### src/include/asu_pkg.sv
/*
  Shared constants and types of the asynchronous serial core: register map,
  control and flag bit positions, reset values, FIFO entry layout, states.
  Assumes a 32-bit APB master and a single system clock.
*/
package asu_pkg;

  // ==========================================================================
  // Register map
  localparam logic [7:0] ADDR_DATA  = 8'h00;
  localparam logic [7:0] ADDR_STAT  = 8'h04;
  localparam logic [7:0] ADDR_FLAG  = 8'h08;
  localparam logic [7:0] ADDR_IBRD  = 8'h0C;
  localparam logic [7:0] ADDR_FBRD  = 8'h10;
  localparam logic [7:0] ADDR_LCR   = 8'h14;
  localparam logic [7:0] ADDR_CTL   = 8'h18;

  // ==========================================================================
  // Control and flag bits
  localparam int CTL_EN_BIT  = 0;
  localparam int CTL_IR_BIT  = 1;
  localparam int CTL_TX_ON_BIT = 8;
  localparam int CTL_RX_ON_BIT = 9;
  localparam logic [15:0] CTL_RESET = 16'h0300;
  localparam logic [7:0]  LCR_RESET = 8'h00;
  localparam int FLAG_BUSY = 3;
  localparam int FLAG_RXFE = 4;
  localparam int FLAG_TXFF = 5;
  localparam int FLAG_RXFF = 6;
  localparam int FLAG_TXFE = 7;

  // ==========================================================================
  // Timing in oversample ticks and FIFO depth
  localparam logic [3:0] OVS_LAST     = 4'hF;
  localparam logic [3:0] START_SAMPLE = 4'h7;
  localparam logic [3:0] IR_PULSE     = 4'h3;
  localparam int         FIFO_DEPTH   = 16;

  // ==========================================================================
  // Types
  typedef struct packed {
    logic       sps;
    logic [1:0] wlen;
    logic       fifo_on;
    logic       stp2;
    logic       eps;
    logic       pen;
    logic       brk;
  } asu_lcr_t;

  typedef struct packed {
    logic [15:0] whole;
    logic [5:0]  frac;
    asu_lcr_t    lcr;
  } asu_div_cfg_t;

  typedef struct packed {
    logic       oe;
    logic       be;
    logic       pe;
    logic       fe;
    logic [7:0] data;
  } asu_rx_ent_t;

  typedef enum logic [2:0] {
    ST_IDLE  = 3'b000,
    ST_START = 3'b001,
    ST_DATA  = 3'b010,
    ST_PAR   = 3'b011,
    ST_STOP  = 3'b100
  } asu_state_t;

endpackage

### src/logic/asu_uart.sv
/*
  Asynchronous serial transmitter/receiver with fractional baud generator,
  APB register slave, 16-entry FIFOs and infrared pulse option.
  Assumes serial_rx_line is already synchronous to pclk.
*/
`timescale 1ns/10ps
`default_nettype none
module asu_uart #(
  parameter int FIFO_DEPTH = asu_pkg::FIFO_DEPTH
) (
  // Clock and reset
  input  wire logic        pclk,
  input  wire logic        presetn,
  // APB slave
  input  wire logic        psel,
  input  wire logic        penable,
  input  wire logic        pwrite,
  input  wire logic [7:0]  paddr,
  input  wire logic [31:0] pwdata,
  output logic      [31:0] prdata,
  output logic             pready,
  output logic             pslverr,
  // Serial line
  input  wire logic        serial_rx_line,
  output logic             serial_tx_line
);
  generate
    if (FIFO_DEPTH != 16)
    begin : g_bad_depth
      $error("asu_uart FIFO depth is fixed at 16 entries");
    end
  endgenerate

  // ==========================================================================
  // Helpers
  function automatic logic par_bit(input logic [7:0] d, input asu_pkg::asu_lcr_t l);
    if (l.sps)
      par_bit = ~l.eps;
    else
      par_bit = l.eps ? ^d : ~^d;
  endfunction

  function automatic logic known_addr(input logic [7:0] a);
    known_addr = (a == asu_pkg::ADDR_DATA) || (a == asu_pkg::ADDR_STAT) ||
                 (a == asu_pkg::ADDR_FLAG) || (a == asu_pkg::ADDR_IBRD) ||
                 (a == asu_pkg::ADDR_FBRD) || (a == asu_pkg::ADDR_LCR)  ||
                 (a == asu_pkg::ADDR_CTL);
  endfunction

  // ==========================================================================
  // Registers and shared nets
  asu_pkg::asu_div_cfg_t cfg_q;
  asu_pkg::asu_rx_ent_t  rx_head;
  asu_pkg::asu_rx_ent_t  rx_ent;
  asu_pkg::asu_state_t   tx_st_q;
  asu_pkg::asu_state_t   rx_st_q;
  logic [15:0] ctl_q;
  logic [15:0] ibrd_q;
  logic [5:0]  fbrd_q;
  logic        setup;
  logic        access;
  logic        rd_valid_q;
  logic        oe_stat_q;
  logic        ctl_en;
  logic        ir_mode;
  logic [7:0]  tx_head;
  logic        tx_valid;
  logic        tx_full;
  logic        tx_wr;
  logic        tx_go;
  logic        rx_valid;
  logic        rx_full;
  logic        rx_pop;
  logic        rx_push;
  logic        busy;
  logic [7:0]  flags;
  logic        lcr_wr;

  assign ctl_en = ctl_q[asu_pkg::CTL_EN_BIT];
  assign ir_mode = ctl_q[asu_pkg::CTL_IR_BIT];
  assign setup  = psel && !penable;
  assign access = psel && penable && pready;
  assign lcr_wr = access && pwrite && (paddr == asu_pkg::ADDR_LCR);
  assign tx_wr  = access && pwrite && (paddr == asu_pkg::ADDR_DATA);
  assign rx_pop = access && !pwrite && (paddr == asu_pkg::ADDR_DATA) && rd_valid_q;
  assign busy   = tx_valid || (tx_st_q != asu_pkg::ST_IDLE);

  always_comb
  begin
    flags = 8'h00;
    flags[asu_pkg::FLAG_BUSY] = busy;
    flags[asu_pkg::FLAG_RXFE] = !rx_valid;
    flags[asu_pkg::FLAG_TXFF] = tx_full;
    flags[asu_pkg::FLAG_RXFF] = rx_full;
    flags[asu_pkg::FLAG_TXFE] = !tx_valid;
  end

  // ==========================================================================
  // APB slave: one wait-free answer, data registered in the setup cycle
  always_ff @(posedge pclk or negedge presetn)
  begin
    if (!presetn)
    begin
      pready     <= 1'b0;
      pslverr    <= 1'b0;
      prdata     <= 32'h0000_0000;
      rd_valid_q <= 1'b0;
    end
    else
    begin
      pready  <= setup;
      pslverr <= setup && !known_addr(paddr);
      if (setup)
      begin
        rd_valid_q <= rx_valid;
        case (paddr)
          asu_pkg::ADDR_DATA: prdata <= rx_valid ? {20'h0_0000, rx_head} : 32'h0000_0000;
          asu_pkg::ADDR_STAT: prdata <= {28'h000_0000, oe_stat_q, 3'h0};
          asu_pkg::ADDR_FLAG: prdata <= {24'h00_0000, flags};
          asu_pkg::ADDR_IBRD: prdata <= {16'h0000, ibrd_q};
          asu_pkg::ADDR_FBRD: prdata <= {26'h000_0000, fbrd_q};
          asu_pkg::ADDR_LCR:  prdata <= {24'h00_0000, cfg_q.lcr};
          asu_pkg::ADDR_CTL:  prdata <= {16'h0000, ctl_q};
          default:            prdata <= 32'h0000_0000;
        endcase
      end
    end
  end

  // Software-visible configuration
  always_ff @(posedge pclk or negedge presetn)
  begin
    if (!presetn)
    begin
      ctl_q  <= asu_pkg::CTL_RESET;
      ibrd_q <= 16'h0000;
      fbrd_q <= 6'h00;
      cfg_q  <= {16'h0000, 6'h00, asu_pkg::LCR_RESET};
    end
    else if (access && pwrite)
    begin
      case (paddr)
        asu_pkg::ADDR_CTL:  ctl_q  <= pwdata[15:0];
        asu_pkg::ADDR_IBRD: ibrd_q <= pwdata[15:0];
        asu_pkg::ADDR_FBRD: fbrd_q <= pwdata[5:0];
        // Divisors take effect only with the line-control write
        asu_pkg::ADDR_LCR:  cfg_q  <= {ibrd_q, fbrd_q, pwdata[7:0]};
        default:            ctl_q  <= ctl_q;
      endcase
    end
  end

  // ==========================================================================
  // Oversample tick: whole divisor plus a stretch cycle on fraction carry
  logic [15:0] bcnt_q;
  logic [5:0]  acc_q;
  logic [6:0]  acc_sum;
  logic        tick_q;

  assign acc_sum = {1'b0, acc_q} + {1'b0, cfg_q.frac};

  always_ff @(posedge pclk or negedge presetn)
  begin
    if (!presetn)
    begin
      bcnt_q <= 16'h0000;
      acc_q  <= 6'h00;
      tick_q <= 1'b0;
    end
    else
    begin
      tick_q <= 1'b0;
      if (bcnt_q != 16'h0000)
        bcnt_q <= bcnt_q - 16'h0001;
      else if (cfg_q.whole != 16'h0000)
      begin
        tick_q <= 1'b1;
        acc_q  <= acc_sum[5:0];
        bcnt_q <= cfg_q.whole - 16'h0001 + {15'h0000, acc_sum[6]};
      end
    end
  end

  // ==========================================================================
  // Transmitter
  logic [3:0] tx_tick_q;
  logic [2:0] tx_bit_q;
  logic [7:0] tx_sh_q;
  logic       tx_par_q;
  logic       tx_stop2_q;
  logic       tx_lvl;
  logic       tx_end;
  logic [2:0] tx_last;

  assign tx_last = {1'b0, cfg_q.lcr.wlen} + 3'h4;
  assign tx_end  = tick_q && (tx_tick_q == asu_pkg::OVS_LAST);
  // Enable is looked at only between characters, so a frame always completes
  assign tx_go   = ctl_en && ctl_q[asu_pkg::CTL_TX_ON_BIT] && tx_valid;

  always_comb
  begin
    case (tx_st_q)
      asu_pkg::ST_START: tx_lvl = 1'b0;
      asu_pkg::ST_DATA:  tx_lvl = tx_sh_q[tx_bit_q];
      asu_pkg::ST_PAR:   tx_lvl = tx_par_q;
      default:           tx_lvl = 1'b1;
    endcase
  end

  always_ff @(posedge pclk or negedge presetn)
  begin
    if (!presetn)
    begin
      tx_st_q    <= asu_pkg::ST_IDLE;
      tx_tick_q  <= 4'h0;
      tx_bit_q   <= 3'h0;
      tx_sh_q    <= 8'h00;
      tx_par_q   <= 1'b0;
      tx_stop2_q <= 1'b0;
    end
    else if (tx_st_q == asu_pkg::ST_IDLE)
    begin
      if (tx_go)
      begin
        tx_st_q    <= asu_pkg::ST_START;
        tx_sh_q    <= tx_head;
        tx_par_q   <= par_bit(tx_head, cfg_q.lcr);
        tx_tick_q  <= 4'h0;
        tx_bit_q   <= 3'h0;
        tx_stop2_q <= 1'b0;
      end
    end
    else if (tick_q)
    begin
      tx_tick_q <= tx_tick_q + 4'h1;
      if (tx_end)
      begin
        case (tx_st_q)
          asu_pkg::ST_START: tx_st_q <= asu_pkg::ST_DATA;
          asu_pkg::ST_DATA:
          begin
            tx_bit_q <= tx_bit_q + 3'h1;
            if (tx_bit_q == tx_last)
              tx_st_q <= cfg_q.lcr.pen ? asu_pkg::ST_PAR : asu_pkg::ST_STOP;
          end
          asu_pkg::ST_PAR:   tx_st_q <= asu_pkg::ST_STOP;
          asu_pkg::ST_STOP:
          begin
            tx_stop2_q <= 1'b1;
            if (!cfg_q.lcr.stp2 || tx_stop2_q)
              tx_st_q <= asu_pkg::ST_IDLE;
          end
          default:           tx_st_q <= asu_pkg::ST_IDLE;
        endcase
      end
    end
  end

  // Infrared mode sends a short high pulse for each zero bit
  always_ff @(posedge pclk or negedge presetn)
  begin
    if (!presetn)
      serial_tx_line <= 1'b1;
    else if (ir_mode)
      serial_tx_line <= !(tx_lvl && !cfg_q.lcr.brk) && (tx_tick_q < asu_pkg::IR_PULSE);
    else
      serial_tx_line <= tx_lvl && !cfg_q.lcr.brk;
  end

  // ==========================================================================
  // Receiver
  logic [3:0] rx_tick_q;
  logic [2:0] rx_bit_q;
  logic [7:0] rx_sh_q;
  logic       rx_pb_q;
  logic       rx_pe_q;
  logic       oe_pend_q;
  logic [3:0] ir_hold_q;
  logic       rx_lvl;
  logic       rx_mid;
  logic       rx_prev_q;

  // A low infrared pulse is held as a zero for the rest of the bit
  assign rx_lvl = ir_mode ? (serial_rx_line && ir_hold_q == 4'h0) : serial_rx_line;
  assign rx_mid = tick_q && (rx_tick_q == asu_pkg::OVS_LAST);
  assign rx_push = rx_mid && (rx_st_q == asu_pkg::ST_STOP);

  always_comb
  begin
    rx_ent.oe   = oe_pend_q;
    rx_ent.be   = !rx_lvl && (rx_sh_q == 8'h00) && !rx_pb_q;
    rx_ent.pe   = rx_pe_q;
    rx_ent.fe   = !rx_lvl;
    rx_ent.data = rx_sh_q;
  end

  always_ff @(posedge pclk or negedge presetn)
  begin
    if (!presetn)
      ir_hold_q <= 4'h0;
    else if (!serial_rx_line)
      ir_hold_q <= asu_pkg::OVS_LAST;
    else if (tick_q && ir_hold_q != 4'h0)
      ir_hold_q <= ir_hold_q - 4'h1;
  end

  // Start needs a falling edge: a low stop bit must not restart the receiver
  always_ff @(posedge pclk or negedge presetn)
  begin
    if (!presetn)
      rx_prev_q <= 1'b1;
    else
      rx_prev_q <= rx_lvl;
  end

  always_ff @(posedge pclk or negedge presetn)
  begin
    if (!presetn)
    begin
      rx_st_q   <= asu_pkg::ST_IDLE;
      rx_tick_q <= 4'h0;
      rx_bit_q  <= 3'h0;
      rx_sh_q   <= 8'h00;
      rx_pb_q   <= 1'b0;
      rx_pe_q   <= 1'b0;
    end
    else
    begin
      case (rx_st_q)
        asu_pkg::ST_IDLE:
          if (ctl_en && ctl_q[asu_pkg::CTL_RX_ON_BIT] && rx_prev_q && !rx_lvl)
          begin
            rx_st_q   <= asu_pkg::ST_START;
            rx_tick_q <= 4'h0;
            rx_bit_q  <= 3'h0;
            rx_sh_q   <= 8'h00;
            rx_pb_q   <= 1'b0;
            rx_pe_q   <= 1'b0;
          end
        asu_pkg::ST_START:
          if (tick_q)
          begin
            rx_tick_q <= rx_tick_q + 4'h1;
            if (rx_tick_q == asu_pkg::START_SAMPLE)
            begin
              rx_tick_q <= 4'h0;
              rx_st_q   <= rx_lvl ? asu_pkg::ST_IDLE : asu_pkg::ST_DATA;
            end
          end
        default:
          if (tick_q)
          begin
            rx_tick_q <= rx_tick_q + 4'h1;
            if (rx_mid)
            begin
              case (rx_st_q)
                asu_pkg::ST_DATA:
                begin
                  rx_sh_q[rx_bit_q] <= rx_lvl;
                  rx_bit_q <= rx_bit_q + 3'h1;
                  if (rx_bit_q == tx_last)
                    rx_st_q <= cfg_q.lcr.pen ? asu_pkg::ST_PAR : asu_pkg::ST_STOP;
                end
                asu_pkg::ST_PAR:
                begin
                  rx_pb_q <= rx_lvl;
                  rx_pe_q <= rx_lvl != par_bit(rx_sh_q, cfg_q.lcr);
                  rx_st_q <= asu_pkg::ST_STOP;
                end
                default: rx_st_q <= asu_pkg::ST_IDLE;
              endcase
            end
          end
      endcase
    end
  end

  // Overrun: the new character is dropped and flagged on the next one stored
  always_ff @(posedge pclk or negedge presetn)
  begin
    if (!presetn)
    begin
      oe_pend_q <= 1'b0;
      oe_stat_q <= 1'b0;
    end
    else
    begin
      if (rx_push && rx_full)
        oe_pend_q <= 1'b1;
      else if (rx_push)
        oe_pend_q <= 1'b0;
      if (rx_push && rx_full)
        oe_stat_q <= 1'b1;
      else if (access && pwrite && paddr == asu_pkg::ADDR_STAT)
        oe_stat_q <= 1'b0;
    end
  end

  // ==========================================================================
  // FIFOs
  asu_fifo #(.WIDTH(8), .DEPTH(FIFO_DEPTH)) u_tx_fifo (
    .clk     (pclk),
    .rst_n   (presetn),
    .single  (!cfg_q.lcr.fifo_on),
    .wr_en   (tx_wr),
    .wr_data (pwdata[7:0]),
    .rd_en   (tx_st_q == asu_pkg::ST_IDLE && tx_go),
    .rd_data (tx_head),
    .valid   (tx_valid),
    .full    (tx_full)
  );

  asu_fifo #(.WIDTH(12), .DEPTH(FIFO_DEPTH)) u_rx_fifo (
    .clk     (pclk),
    .rst_n   (presetn),
    .single  (!cfg_q.lcr.fifo_on),
    .wr_en   (rx_push),
    .wr_data (rx_ent),
    .rd_en   (rx_pop),
    .rd_data (rx_head),
    .valid   (rx_valid),
    .full    (rx_full)
  );

  // ==========================================================================
  // Assertions
  a_reset_enables: assert property (@(posedge pclk) disable iff (!presetn)
    $rose(presetn) |-> ctl_q[asu_pkg::CTL_TX_ON_BIT] && ctl_q[asu_pkg::CTL_RX_ON_BIT])
    else $error("tx/rx enables not set after reset");
  a_frame_finish: assert property (@(posedge pclk) disable iff (!presetn)
    (tx_st_q != asu_pkg::ST_IDLE && !ctl_en && !(tx_st_q == asu_pkg::ST_STOP && tx_end))
    |=> tx_st_q != asu_pkg::ST_IDLE)
    else $error("frame cut short by disable");
  a_tx_level: assert property (@(posedge pclk) disable iff (!presetn)
    (tx_st_q != asu_pkg::ST_IDLE && !ir_mode && !cfg_q.lcr.brk)
    |=> serial_tx_line == $past(tx_lvl))
    else $error("tx line does not follow frame bit");
  a_tx_start: assert property (@(posedge pclk) disable iff (!presetn)
    (tx_st_q == asu_pkg::ST_IDLE && tx_go) |=> tx_st_q == asu_pkg::ST_START
    ##1 (!serial_tx_line || ir_mode || cfg_q.lcr.brk))
    else $error("frame did not start with pending data");
  a_busy_fall: assert property (@(posedge pclk) disable iff (!presetn)
    $fell(busy) |-> $past(tx_st_q) == asu_pkg::ST_STOP && !tx_valid)
    else $error("busy fell before stop bits ended");
  a_start_reject: assert property (@(posedge pclk) disable iff (!presetn)
    (rx_st_q == asu_pkg::ST_START && tick_q && rx_tick_q == asu_pkg::START_SAMPLE && rx_lvl)
    |=> rx_st_q == asu_pkg::ST_IDLE)
    else $error("false start bit accepted");
  a_div_latch: assert property (@(posedge pclk) disable iff (!presetn)
    (cfg_q != $past(cfg_q)) |-> $past(lcr_wr))
    else $error("divisor changed without line-control write");
  a_tick_gap: assert property (@(posedge pclk) disable iff (!presetn)
    (tick_q && cfg_q.whole > 16'h0001) |=> !tick_q)
    else $error("oversample tick too close");
  a_overrun_keep: assert property (@(posedge pclk) disable iff (!presetn)
    (rx_push && rx_full) |=> oe_stat_q && oe_pend_q && $stable(rx_head))
    else $error("overrun not flagged or entry overwritten");
  a_frame_error: assert property (@(posedge pclk) disable iff (!presetn)
    (rx_push && !rx_valid) |=> rx_head.fe == !$past(rx_lvl))
    else $error("stored framing flag does not match stop sample");

  c_tx_frame: cover property (@(posedge pclk) disable iff (!presetn)
    tx_st_q == asu_pkg::ST_STOP ##1 tx_st_q == asu_pkg::ST_IDLE);
  c_rx_store: cover property (@(posedge pclk) disable iff (!presetn) rx_push && !rx_full);
  c_overrun:  cover property (@(posedge pclk) disable iff (!presetn) rx_push && rx_full);
endmodule // asu_uart
`default_nettype wire

### src/logic/asu_fifo.sv
/*
  Small FIFO memory with registered head word and a single-entry mode.
  Assumes one clock domain and an asynchronous active-low reset.
*/
`timescale 1ns/10ps
`default_nettype none
module asu_fifo #(
  parameter int WIDTH = 8,
  parameter int DEPTH = 16
) (
  // Clock and reset
  input  wire logic             clk,
  input  wire logic             rst_n,
  // Mode
  input  wire logic             single,
  // Write side
  input  wire logic             wr_en,
  input  wire logic [WIDTH-1:0] wr_data,
  // Read side
  input  wire logic             rd_en,
  output logic      [WIDTH-1:0] rd_data,
  output logic                  valid,
  output logic                  full
);
  localparam int AW = $clog2(DEPTH);

  generate
    if (DEPTH < 2 || (1 << AW) != DEPTH)
    begin : g_bad_depth
      $error("asu_fifo depth must be a power of two of at least 2");
    end
  endgenerate

  logic [WIDTH-1:0] mem [DEPTH];
  logic [AW-1:0]    wptr_q;
  logic [AW-1:0]    rptr_q;
  logic [AW:0]      cnt_q;
  logic             wr_ok;
  logic             rd_ok;

  assign valid = (cnt_q != '0);
  // Single-entry mode behaves as a plain holding register
  assign full  = single ? valid : (cnt_q == (AW+1)'(DEPTH));
  assign wr_ok = wr_en && !full;
  assign rd_ok = rd_en && valid;

  always_ff @(posedge clk)
  begin
    if (wr_ok)
      mem[wptr_q] <= wr_data;
  end

  always_ff @(posedge clk or negedge rst_n)
  begin
    if (!rst_n)
    begin
      wptr_q  <= '0;
      rptr_q  <= '0;
      cnt_q   <= '0;
      rd_data <= '0;
    end
    else
    begin
      if (wr_ok)
        wptr_q <= wptr_q + 1'b1;
      if (rd_ok)
        rptr_q <= rptr_q + 1'b1;
      cnt_q <= cnt_q + (AW+1)'(wr_ok) - (AW+1)'(rd_ok);
      // Head word tracks the read pointer so it is valid with no latency
      if (wr_ok && (cnt_q == '0 || (cnt_q == (AW+1)'(1) && rd_ok)))
        rd_data <= wr_data;
      else if (rd_ok)
        rd_data <= mem[rptr_q + 1'b1];
    end
  end
endmodule // asu_fifo
`default_nettype wire

### config.mk
export PLATFORM = sky130hd
export DESIGN_NAME = asu_uart
export DESIGN_NICKNAME = d
export VERILOG_FILES = /design/src/include/asu_pkg.sv /design/src/logic/asu_uart.sv /design/src/logic/asu_fifo.sv
export SDC_FILE = /design/constraint.sdc
export NUM_CORES = 1
export LEC_CHECK = 0
export BUFFER_PORTS_ARGS = -buffer_cell sky130_fd_sc_hd__clkbuf_2
export CAP_MARGIN = 5
export CORE_ASPECT_RATIO = 1.5
export CORE_MARGIN = 1
export CORE_UTILIZATION = 62
export DETAILED_ROUTE_END_ITERATION = 10
export GPL_TIMING_DRIVEN = 1
export HOLD_SLACK_MARGIN = 0.06
export PLACE_DENSITY = 0.87
export SLEW_MARGIN = 20
export SYNTH_ARGS = -nofsm -noshare
export SYNTH_HDL_FRONTEND = slang
export SYNTH_SLANG_ARGS = --single-unit
### constraint.sdc
create_clock -name pclk -period 3.6 [get_ports pclk]
set_input_delay 0.18 -clock pclk [delete_from_list [all_inputs] [get_ports pclk]]
set_output_delay 0.18 -clock pclk [all_outputs]
set_load 0.02 [all_outputs]
# Word level (Yosys, flattened, before mapping)

Memories as Yosys holds them, arrays and structs flattened.
Index checks and enable logic that the tools add are counted.

Register bits: 220
Bits in writable memories: 320
Bits of input ports: 46
Logic and storage cells: 298
Memories: 2

Add/subtract/negate cells: 18
$lt $le $gt $ge: 4
Eq/ne operators: 32
Mux-type cells: 92
Bitwise gates (word level): 3
Reduce and logical (&&, ||, !) cells: 103

Memories:

| memory        | words | width | read ports | clocked after Yosys merged registers in | wr ports | RTL line       | source |
|---|---|---|---|---|---|---|---|
| u_rx_fifo.mem | 16    | 12    | 1          | 0                                       | 1        | asu_fifo.sv:34 | `logic [WIDTH-1:0] mem [DEPTH];` |
| u_tx_fifo.mem | 16    | 8     | 1          | 0                                       | 1        | asu_fifo.sv:34 |  |

Operators by type and width:

| operator                                            | count |
|---|---|
| one-hot mux 16 bit (7 select lines)                 | 1 |
| 2-to-1 mux 3 bit                                    | 22 |
| 2-to-1 mux 8 bit                                    | 6 |
| 2-to-1 mux 1 bit                                    | 36 |
| 2-to-1 mux 12 bit                                   | 3 |
| 2-to-1 mux 4 bit                                    | 9 |
| logical AND 1 bit                                   | 35 |
| 2-to-1 mux 16 bit                                   | 2 |
| nonzero test 16 bit                                 | 2 |
| subtractor 16 x 1 -> 16 bit, second input constant  | 2 |
| nonzero test 2 bit                                  | 13 |
| adder 4 x 1 -> 4 bit, second input constant         | 6 |
| equality test 8 x 5 -> 1 bit, second input constant | 3 |
| one-hot mux 3 bit (2 select lines)                  | 3 |
| adder 16 x 1 -> 16 bit                              | 1 |
| equality test 8 x 4 -> 1 bit, second input constant | 2 |
| zero test 8 bit                                     | 2 |
| one-hot mux 8 bit (2 select lines)                  | 1 |
| XNOR reduction 8 bit                                | 2 |
| XOR reduction 8 bit                                 | 2 |
| AND reduction 5 bit                                 | 3 |
| AND reduction 2 bit                                 | 7 |
| equality test 3 x 2 -> 1 bit, second input constant | 4 |
| zero test 1 bit                                     | 12 |
| other kinds (42)                                    | 73 |

# Depth between registers and ports, before layout

Gate-level depths: netlist of run 1.

Word-level depth: 12
Depth in mapped cells: 18

# Hierarchy

A second synthesis of run 1 with hierarchy kept.

Cell total of the unflattened synthesis: 1555
Area, all modules: 23182.2 um2

Modules (own cells, without submodules):

| module                | times used | cells an instance | area each (um2) | seq. area each (um2) |
|---|---|---|---|---|
| asu_fifo at u_rx_fifo | 1          | 435               | 8699.6          | 6391.1 |
| asu_uart              | 1          | 798               | 8295.5          | 3958.8 |
| asu_fifo at u_tx_fifo | 1          | 322               | 6187.2          | 4369.2 |

# Worst setup path after synthesis of run 1

OpenSTA, ideal clock, no wires.

Path kind: register to register
Start: reg tx_st_q[1]
End: reg u_tx_fifo.cnt_q[4]
Setup time: 125 ps
Arrival: 3150 ps
Data required time: 3475 ps
Setup slack: 325 ps
Stages on the path, launching flop included: 19
Clock period less this slack: 3275 ps
Cells stage by stage: dfrtp_1 -> buf_2 -> or3_1 -> clkbuf_1 -> or3_1 -> buf_2 -> inv_2 -> buf_4 -> buf_2 -> ha_1 -> inv_1 -> ha_1 -> inv_1 -> fa_1 -> inv_1 -> a21oi_1 -> nor2_1 -> nor2_1 -> xnor2_1

Word-level cells in the longest chain between the ends: 4

Ends and longest elaborated chain:

| what                      | RTL line        | source |
|---|---|---|
| from (decl)               | asu_uart.sv:55  | `asu_pkg::asu_state_t tx_st_q;` |
| from (signal assigned)    | asu_uart.sv:214 | `tx_st_q <= asu_pkg::ST_IDLE;` |
| from (signal assigned)    | asu_uart.sv:225 | `tx_st_q <= asu_pkg::ST_START;` |
| from (signal assigned)    | asu_uart.sv:239 | `asu_pkg::ST_START: tx_st_q <= asu_pkg::ST_DATA;` |
| zero test 3 bit           | asu_uart.sv:407 | `.rd_en (tx_st_q == asu_pkg::ST_IDLE && tx_go),` |
| logical AND 1 bit         | asu_uart.sv:407 |  |
| logical AND 1 bit         | asu_fifo.sv:45  | `assign rd_ok = rd_en && valid;` |
| via u_tx_fifo.rd_ok       | asu_fifo.sv:39  | `logic rd_ok;` |
| subtractor 5 x 1 -> 5 bit | asu_fifo.sv:68  | `cnt_q <= cnt_q + (AW+1)'(wr_ok) - (AW+1)'(rd_ok);` |
| to (signal assigned)      | asu_fifo.sv:68  |  |
| to (decl)                 | asu_fifo.sv:37  | `logic [AW:0] cnt_q;` |

The timed path passes the listed nets, and every way through them passes these cells.
A chain may end at the register's enable or synchronous reset.

# Worst setup path after layout of run 1

Start: reg u_rx_fifo.cnt_q[2]
End: reg u_rx_fifo.cnt_q[4]

Word-level cells in the longest chain between the ends: 6
Elaborated cells between the ends (all ways): 8

Ends and longest elaborated chain:

| what                                                      | RTL line                       | source |
|---|---|---|
| from (decl)                                               | asu_fifo.sv:37                 |  |
| from (signal assigned)                                    | asu_fifo.sv:68                 |  |
| equality test 5 bit or nonzero test 5 bit (tied branches) | asu_fifo.sv:43, asu_fifo.sv:41 |  |
| 2-to-1 mux 1 bit                                          | asu_fifo.sv:43                 | `assign full = single ? valid : (cnt_q == (AW+1)'(DEPTH));` |
| zero test 1 bit                                           | asu_fifo.sv:44                 | `assign wr_ok = wr_en && !full;` |
| logical AND 1 bit                                         | asu_fifo.sv:44                 |  |
| adder 5 x 1 -> 5 bit                                      | asu_fifo.sv:68                 |  |
| subtractor 5 x 1 -> 5 bit (*)                             | asu_fifo.sv:68                 |  |

Mark *: on every way between the ends. The rest lies on a longest branch, timed or not.

==> impl_summary.txt, run 1 <==
----------------------------------------------------
[Global routing]
  Vias in the first global route ... 14390
  Maximum number of pins on one net before global-route repair ... 113
  Overall track demand over capacity in global routing ... 0.2934
  Initial antenna violation count ... 1
  Overall overflow remaining after global route ... 0
  First-pass GRT wire length ... 83150 um

[Logic synthesis]
  Combinational family with the most area after synthesis ... multiplexers
  Number of different library cells in the post-synthesis netlist ... 85
  Avg Synthesized Cell Area ... 14.99 um^2
  Number of warning messages in the yosys log ... 0
  Synthesized area ... 23090 um^2
  Top_reg_cell synth ... sky130_fd_sc_hd__edfxtp_1
  Count of flip-flops with a built-in enable after synthesis ... 320
  Area fraction of the dominant cell type after synthesis ... 0.4161
  Cell count after synthesis ... 1540
  Arithmetic-cell share of the synthesized area counting full adders, half adders and majority gates ... 0.02536
  Top cells by area, synth ... sky130_fd_sc_hd__edfxtp_1, sky130_fd_sc_hd__dfrtp_1, sky130_fd_sc_hd__mux4_2
  Part of the Yosys area used for sequential elements ... 0.6374
  Synth async-reset ratio ... 0.3893
  Compound-gate portion of the synthesized area ... 0.05093
  Total of flip-flops plus latches after synthesis ... 524
  Share of cell area taken by muxes after synthesis ... 0.1506
  Synth Area in Simple Gates ... 0.07857
  Synthesized-area fraction occupied by xor and xnor cells ... 0.02655
  Leading area contributor after synthesis ... sky130_fd_sc_hd__edfxtp_1

[Floorplanning]
  Overall die height ... 238.4 um
  DIE AREA ... 38040 um^2
  Cell row count ... 86
  Number of top-level pins ... 81
  Core Region ... 36690 um^2
  Die width ... 159.6 um
  Initial core utilization ... 0.6293

[STA]
  Achievable clock frequency ... 0.3140 GHz
  Tmin final ... 3.185 ns
  Worst-Margin Slew ... 0.9097 ns
  Number of endpoints failing setup at the final stage ... 0
  Clock Skews ... 0.03395 ns
  Headroom to the max-slew limit ... 0.3935
  Smallest hold slack ... 0.09867 ns
  Final Hold Violating Endpoints ... 0
  Final worst setup slack ... 0.4149 ns
  Total Negative Setup Slacks ... 0 ns
  Unrepaired setup endpoints after global routing ... no
  Final period util ... 0.8848
  Final Max Slew Viols ... 0

[Clocking]
  CTS root buf ... sky130_fd_sc_hd__clkbuf_16
  Hold_buf cts ... 11
  CTS tree ... built
  Num Clock Sinks ... 524
  Clock buffer count from CTS ... 47
  Maximum root-to-sink buffer count ... 3
  Number of buffers inserted to repair setup after CTS ... 0
  Clock-pin slew reported for the worst setup and hold paths after clock tree synthesis ... 0.07 ns
  Resized Gates After CTS ... 0
  Worst skew pair latency ... 0.58 ns
  CTS H-tree depth ... 2

[Setup path]
  CP startpoint ... u_rx_fifo.cnt_q[2]
  Most frequent cell on the critical path ... sky130_fd_sc_hd__inv_1
  Highest-delay cell along the critical path ... sky130_fd_sc_hd__or3b_2
  Largest fanout on the critical path ... 5
  Arrival time reported for the critical path endpoint ... 3.65 ns
  Critical R2R Launch ... u_rx_fifo.cnt_q[2]
  Kind of end point of the critical path ... register
  Category of the worst setup path launch point ... register
  Required arrival time at the worst endpoint ... 4.06 ns
  Critical setup path kind ... register to register
  Largest incremental delay on the critical path ... 0.46 ns
  CP cell instances ... inv_1 > ha_1 > or3b_2 > or2_2 > nand3_2 > inv_1 > ha_1 > inv_1 > ha_1 > inv_1 > fa_1 > inv_1 > a21oi_1 > nor2_1 > nor2_1 > xnor2_1

[Place]
  Port Buffers ... 48
  Instance area after placement ... 23980 um^2
  HPWL after detailed placement ... 35240 um
  RePlAce Congestion ... 0.8742
  Pre-CTS WS ... 0.4394 ns

[Routing]
  Count of nets left with antenna violations after detail routing ... 0
  DRC violation count after routing ... 0
  Total number of vias ... 13710
  Vias per inst ... 6.382
  Number of optimization iterations in the first detailed-route pass ... 8
  Detailed Route WL ... 54100 um
  Drt wl/cell ... 25.18 um
  Violation count after the first detailed-route iteration ... 1157

[Pwr]
  Static Leakage ... 9.611 nW
  Power Density ... 475.7 nW/um^2
  VDD IR max ... 0.6234 mV

[Cells and area]
  End-of-flow core utilization ... 0.7001
  Share of layout cells above drive strength 1 ... 0.2297
  Top library cells by usage in the layout, fill and taps aside ... sky130_fd_sc_hd__edfxtp_1, sky130_fd_sc_hd__dfrtp_1, sky130_fd_sc_hd__nand2_1, sky130_fd_sc_hd__mux4_2, sky130_fd_sc_hd__mux2_2
  Synth-to-layout area growth ... 11.25%
  Count of filler cells inserted in the layout ... 2188
  Leading cell type in the layout, fill and taps excluded ... sky130_fd_sc_hd__edfxtp_1
  Net count reported at finish ... 1717
  Post-route cell area ... 25690 um^2

[Run status]
  Result of the run ... complete, no violations

[Run]
  Number of max-cap violations ... 0

[Hold path]
  Worst hold path class ... input pin to register
  Worst Min Path Start ... paddr[4]

----------------------------------------------------
==> synthesized netlist by cell type (40+ instances only) <==
master,n
sky130_fd_sc_hd__o21ai_0,49
sky130_fd_sc_hd__nor2_1,50
sky130_fd_sc_hd__mux4_2,91
sky130_fd_sc_hd__edfxtp_1,320
sky130_fd_sc_hd__inv_1,60
sky130_fd_sc_hd__ha_1,42
sky130_fd_sc_hd__nand2_1,129
sky130_fd_sc_hd__mux2i_1,49
sky130_fd_sc_hd__mux2_2,82
sky130_fd_sc_hd__clkbuf_1,40
sky130_fd_sc_hd__dfrtp_1,200
sky130_fd_sc_hd__xnor2_1,45
==> power by group <==
part | leakage, nW | internal [mW] | switching, mW
sequential | 5.28 | 6.45 | 0.113
combinational | 3.57 | 0.178 | 0.268
clock | 0.767 | 2.95 | 2.26
total | 9.61 | 9.58 | 2.64
==> layer usage <==
metal,vias to the layer above,wire length [um],GRT usage
met4,0,3206,0.1740
met2,544,29850,0.5415
li1,5953,-,-
met1,7049,18390,0.3211
met3,168,2650,0.03946
met5,-,0,0
==> critical path, delay by kind of cell (launching register included) <==
family,cells,cell delay (ns)
xor+xnor,1,0.12
buf+inv,5,0.35
flops,1,0.40
simple gates,5,1.07
fa+ha+maj,4,1.08
compound gates,1,0.06
==> cells by family after synthesis <==
group	after synthesis
simple gates	348
other cells	1
compound gates	180
mux	223
flops	524
buf+inv	149
fa+ha+maj	45
xor+xnor	70
==> stage by stage <==
stage	power, mW	std cells
after floorplan	6.932	1555
after global placement	7.076	2050
after detailed placement	7.112	2050
after CTS	12.27	2147
after global routing	12.56	2147
final	12.22	2149
==> sequential cells by signal, indices dropped and copies added (netlist names), 12 cells and up <==
| register | cells |
|---|---|
| bcnt_q | 16 |
| cfg_q | 30 |
| ctl_q | 16 |
| ibrd_q | 16 |
| prdata | 16 |
| u_rx_fifo.mem | 192 |
| u_rx_fifo.rd_data | 12 |
| u_tx_fifo.mem | 128 |
==> worst paths after layout <==
check                                           to  slack, ns  depth (start not counted)
worst max register to register  u_rx_fifo.cnt_q[4]       0.41                         16
min in group asynchronous               bcnt_q[11]       0.29                          2
worst max-delay path            u_rx_fifo.cnt_q[4]       0.41                         16
max in group asynchronous           serial_tx_line       2.39                          3
worst min-delay path                       pslverr        0.1                          3
worst min register to register          prdata[10]       0.48                          2
==> final cells by class <==
| type | count | area, um^2 | share of cell area |
|---|---|---|---|
| flip-flops and latches | 524 | 14720 | 0.5731 |
| inverters | 63 | 236.5 | 0.009205 |
| diodes | 2 | 5.005 | 0.0001948 |
| clock inverters | 24 | 315.3 | 0.01227 |
| multi-input cells | 882 | 7780 | 0.3028 |
| repair buffers | 108 | 752.0 | 0.02927 |
| clock buffers | 62 | 1274 | 0.04958 |
| well taps | 484 | 605.6 | 0.02357 |
Power figures use the tool's default switching activity.
==> run 2, diff against run 1 <==
--- a/config.mk
+++ b/config.mk
@@ -10,6 +10,7 @@
 export CORE_ASPECT_RATIO = 1.5
 export CORE_MARGIN = 1
 export CORE_UTILIZATION = 62
+export CTS_BUF_LIST = sky130_fd_sc_hd__clkbuf_16
 export DETAILED_ROUTE_END_ITERATION = 10
 export GPL_TIMING_DRIVEN = 1
 export HOLD_SLACK_MARGIN = 0.06
==> run 2 against run 1 <==
  * Clock power down 2%
  * Count of clock-buffer cells in the layout decreased by 14
  * Register-to-register slack hardly changed
  * Clock skew fell by 0.00090 ns
  * Global-route usage barely moved
  * Non-clock buffer count is the same
  * Combinational power is essentially flat
  * Setup slack got worse by 0.0084 ns
  * Critical path type unchanged
  * Critical endpoint unchanged
  * Largest power group unchanged
  * Highest routed layer unchanged
==> impl_summary.txt, run 2 (same netlist as run 1, synthesis figures left out) <==
----------------------------------------------------
[Run status]
  Result of the run ... complete, no violations

[Cells and area]
  Share of layout cells above drive strength 1 ... 0.2291 (-0.0006013)
  End-of-flow core utilization ... 0.6996 (about the same)
  Flip-flop count of the largest register, all copies and words added ... 192 (unchanged)
  Net count reported at finish ... 1717 (unchanged)
  Leading cell type in the layout, fill and taps excluded ... sky130_fd_sc_hd__edfxtp_1
  Top library cells by usage in the layout, fill and taps aside ... sky130_fd_sc_hd__edfxtp_1, sky130_fd_sc_hd__dfrtp_1, sky130_fd_sc_hd__nand2_1, sky130_fd_sc_hd__mux4_2, sky130_fd_sc_hd__mux2_2
  Most flops, register ... u_rx_fifo.mem
  Largest registers ... u_rx_fifo.mem: 192 flops, u_tx_fifo.mem: 128 flops, cfg_q: 30 flops
  Synth-to-layout area growth ... 11.16% (about the same)

[Clocking]
  Hold_buf cts ... 11 (unchanged)
  CTS root buf ... sky130_fd_sc_hd__clkbuf_16
  Resized Gates After CTS ... 0 (unchanged)
  Clock-pin slew reported for the worst setup and hold paths after clock tree synthesis ... 0.07 ns (about the same)
  Num Clock Sinks ... 524 (unchanged)
  Number of buffers inserted to repair setup after CTS ... 0 (unchanged)
  Worst skew pair latency ... 0.58 ns (about the same)
  Maximum root-to-sink buffer count ... 3 (unchanged)
  CTS tree ... built
  Clock buffer count from CTS ... 47 (unchanged)
  CTS H-tree depth ... 2 (unchanged)

[Floorplanning]
  Number of top-level pins ... 81 (unchanged)
  Cell row count ... 86 (unchanged)
  Core Region ... 36690 um^2 (unchanged)
  DIE AREA ... 38040 um^2 (unchanged)
  Overall die height ... 238.4 um (unchanged)
  Initial core utilization ... 0.6293 (unchanged)
  Die width ... 159.6 um (unchanged)

[Run]
  Number of max-cap violations ... 0 (unchanged)

[Pwr]
  Static Leakage ... 9.652 nW (+0.43%)
  Switching power total ... 2.636 mW (about the same)
  Internal power consumption ... 9.507 mW (-0.80%)
  Total Power ... 12.14 mW (-0.64%)
  Power share of the combinational group ... 0.037 (about the same)
  Sw frac ... 0.2170 (+0.001222)
  VDD IR max ... 0.6224 mV (-0.16%)
  Power Density ... 473.0 nW/um^2 (-0.56%)
  Clock network power share ... 0.423 (-0.003)
  Sequential power share ... 0.541 (+0.004)

[STA]
  Tmin final ... 3.194 ns (+0.008393 ns)
  Final worst setup slack ... 0.4065 ns (-0.008393 ns)
  Worst-Margin Slew ... 0.9069 ns (-0.002868 ns)
  Final period util ... 0.8871 (+0.002331)
  Headroom to the max-slew limit ... 0.3954 (+0.001912)
  Clock Skews ... 0.03305 ns (-0.0008983 ns)
  Final Hold Violating Endpoints ... 0 (unchanged)
  Achievable clock frequency ... 0.3131 GHz (-0.26%)
  Total Negative Setup Slacks ... 0 ns (unchanged)
  Final Max Slew Viols ... 0 (unchanged)
  Unrepaired setup endpoints after global routing ... no
  Smallest hold slack ... 0.09904 ns (+0.0003686 ns)
  Number of endpoints failing setup at the final stage ... 0 (unchanged)

[Global routing]
  First-pass GRT wire length ... 83300 um (+0.18%)
  Overall track demand over capacity in global routing ... 0.2935 (about the same)
  Overall overflow remaining after global route ... 0 (unchanged)
  Vias in the first global route ... 14420 (+0.19%)
  Initial antenna violation count ... 1 (unchanged)
  Maximum number of pins on one net before global-route repair ... 113 (unchanged)

[Setup path]
  Largest fanout on the critical path ... 5 (unchanged)
  Highest-delay cell along the critical path ... sky130_fd_sc_hd__or3b_2
  Most frequent cell on the critical path ... sky130_fd_sc_hd__inv_1
  Critical setup path kind ... register to register
  Category of the worst setup path launch point ... register
  Kind of end point of the critical path ... register
  Depth of the worst register-to-register path ... 16 (unchanged)
  FF-to-FF End ... u_rx_fifo.cnt_q[4]
  Arrival time reported for the critical path endpoint ... 3.65 ns (about the same)
  Largest incremental delay on the critical path ... 0.46 ns (about the same)
  Critical R2R Launch ... u_rx_fifo.cnt_q[2]
  Combined buffer and inverter count along the critical path ... 5 (unchanged)
  Reg-to-reg setup timing slack ... 0.41 ns (about the same)
  Required arrival time at the worst endpoint ... 4.06 ns (about the same)
  Worst path top cell family by delay ... adder cells
  CP cell instances ... inv_1 > ha_1 > or3b_2 > or2_2 > nand3_2 > inv_1 > ha_1 > inv_1 > ha_1 > inv_1 > fa_1 > inv_1 > a21oi_1 > nor2_1 > nor2_1 > xnor2_1

[Routing]
  Count of nets left with antenna violations after detail routing ... 0 (unchanged)
  Violation count after the first detailed-route iteration ... 1192 (+3.0%)
  DRC violation count after routing ... 0 (unchanged)
  Vias per inst ... 6.404 (+0.36%)
  Total number of vias ... 13760 (+0.36%)
  Drt wl/cell ... 25.15 um (about the same)
  Detailed Route WL ... 54050 um (about the same)
  Number of optimization iterations in the first detailed-route pass ... 6 (-2)

[Place]
  Port Buffers ... 48 (unchanged)
  Pre-CTS WS ... 0.4394 ns (unchanged)
  RePlAce Congestion ... 0.8742 (unchanged)
  HPWL after detailed placement ... 35240 um (unchanged)

[Hold path]
  Min-Delay Endpoint ... prdata[6]
  Worst hold path depth ... 4 (+1)
  Worst Min Path Start ... paddr[4]
  Worst hold path class ... input pin to register

----------------------------------------------------
run 2: cell types whose count changed in the layout (fill, tap and decap cells not counted), sizes merged:
cell,delta
clkinv,+1
inv,+13
clkbuf,-14
run 2: area by class of cell:
class                      count  area, um^2
fill                        2192       11020
antenna                        2       5.005
sequential                   524       14720
clock buffer                  48        1201
multi-input combinational    882        7780
inverter                      63       236.5
clock inverter                38       367.9
timing repair buffer         108       752.0
tap                          484       605.6
run 2: power by group through the flow:
stage	Combinational, mW	Sequential [mW]	Clock [mW]
after floorplan	0.278	6.65	0
after global placement	0.406	6.67	0
after detailed placement	0.431	6.68	0
after CTS	0.448	6.56	5.18
after global routing	0.489	6.57	5.42
final	0.446	6.56	5.13
run 2: how the worst max path moves through the flow:
stage	start	endpoint	depth (start not counted)
floorplan	tx_st_q[1]	u_tx_fifo.cnt_q[4]	18
CTS	u_rx_fifo.cnt_q[2]	u_rx_fifo.cnt_q[4]	16
detailed placement	u_rx_fifo.cnt_q[2]	u_rx_fifo.cnt_q[4]	16
global route	u_rx_fifo.cnt_q[2]	u_rx_fifo.cnt_q[4]	16
global placement	u_rx_fifo.cnt_q[3]	u_rx_fifo.cnt_q[4]	16
finish	u_rx_fifo.cnt_q[2]	u_rx_fifo.cnt_q[4]	16
run 2: worst min-delay path, stage by stage:
cell,delay [ns]
sky130_fd_sc_hd__clkbuf_2,0.18
sky130_fd_sc_hd__nor2_1,0.10
sky130_fd_sc_hd__nand3_1,0.08
sky130_fd_sc_hd__a32oi_1,0.10
run 2: routing by layer:
metal	track usage	routed length, um	up-vias
met2	0.5449	29970	628
met1	0.3244	18100	7007
met5	0	0	-
met4	0.1614	3000	0
li1	-	-	5956
met3	0.03841	2988	172
run 2: metrics by stage:
stage,area [um^2],cells
3_5_place_dp,23980,2050
4_1_cts,25650,2147
5_1_grt,25660,2147
6_report,25670,2149
3_3_place_gp,23980,2050
2_1_floorplan,23150,1555
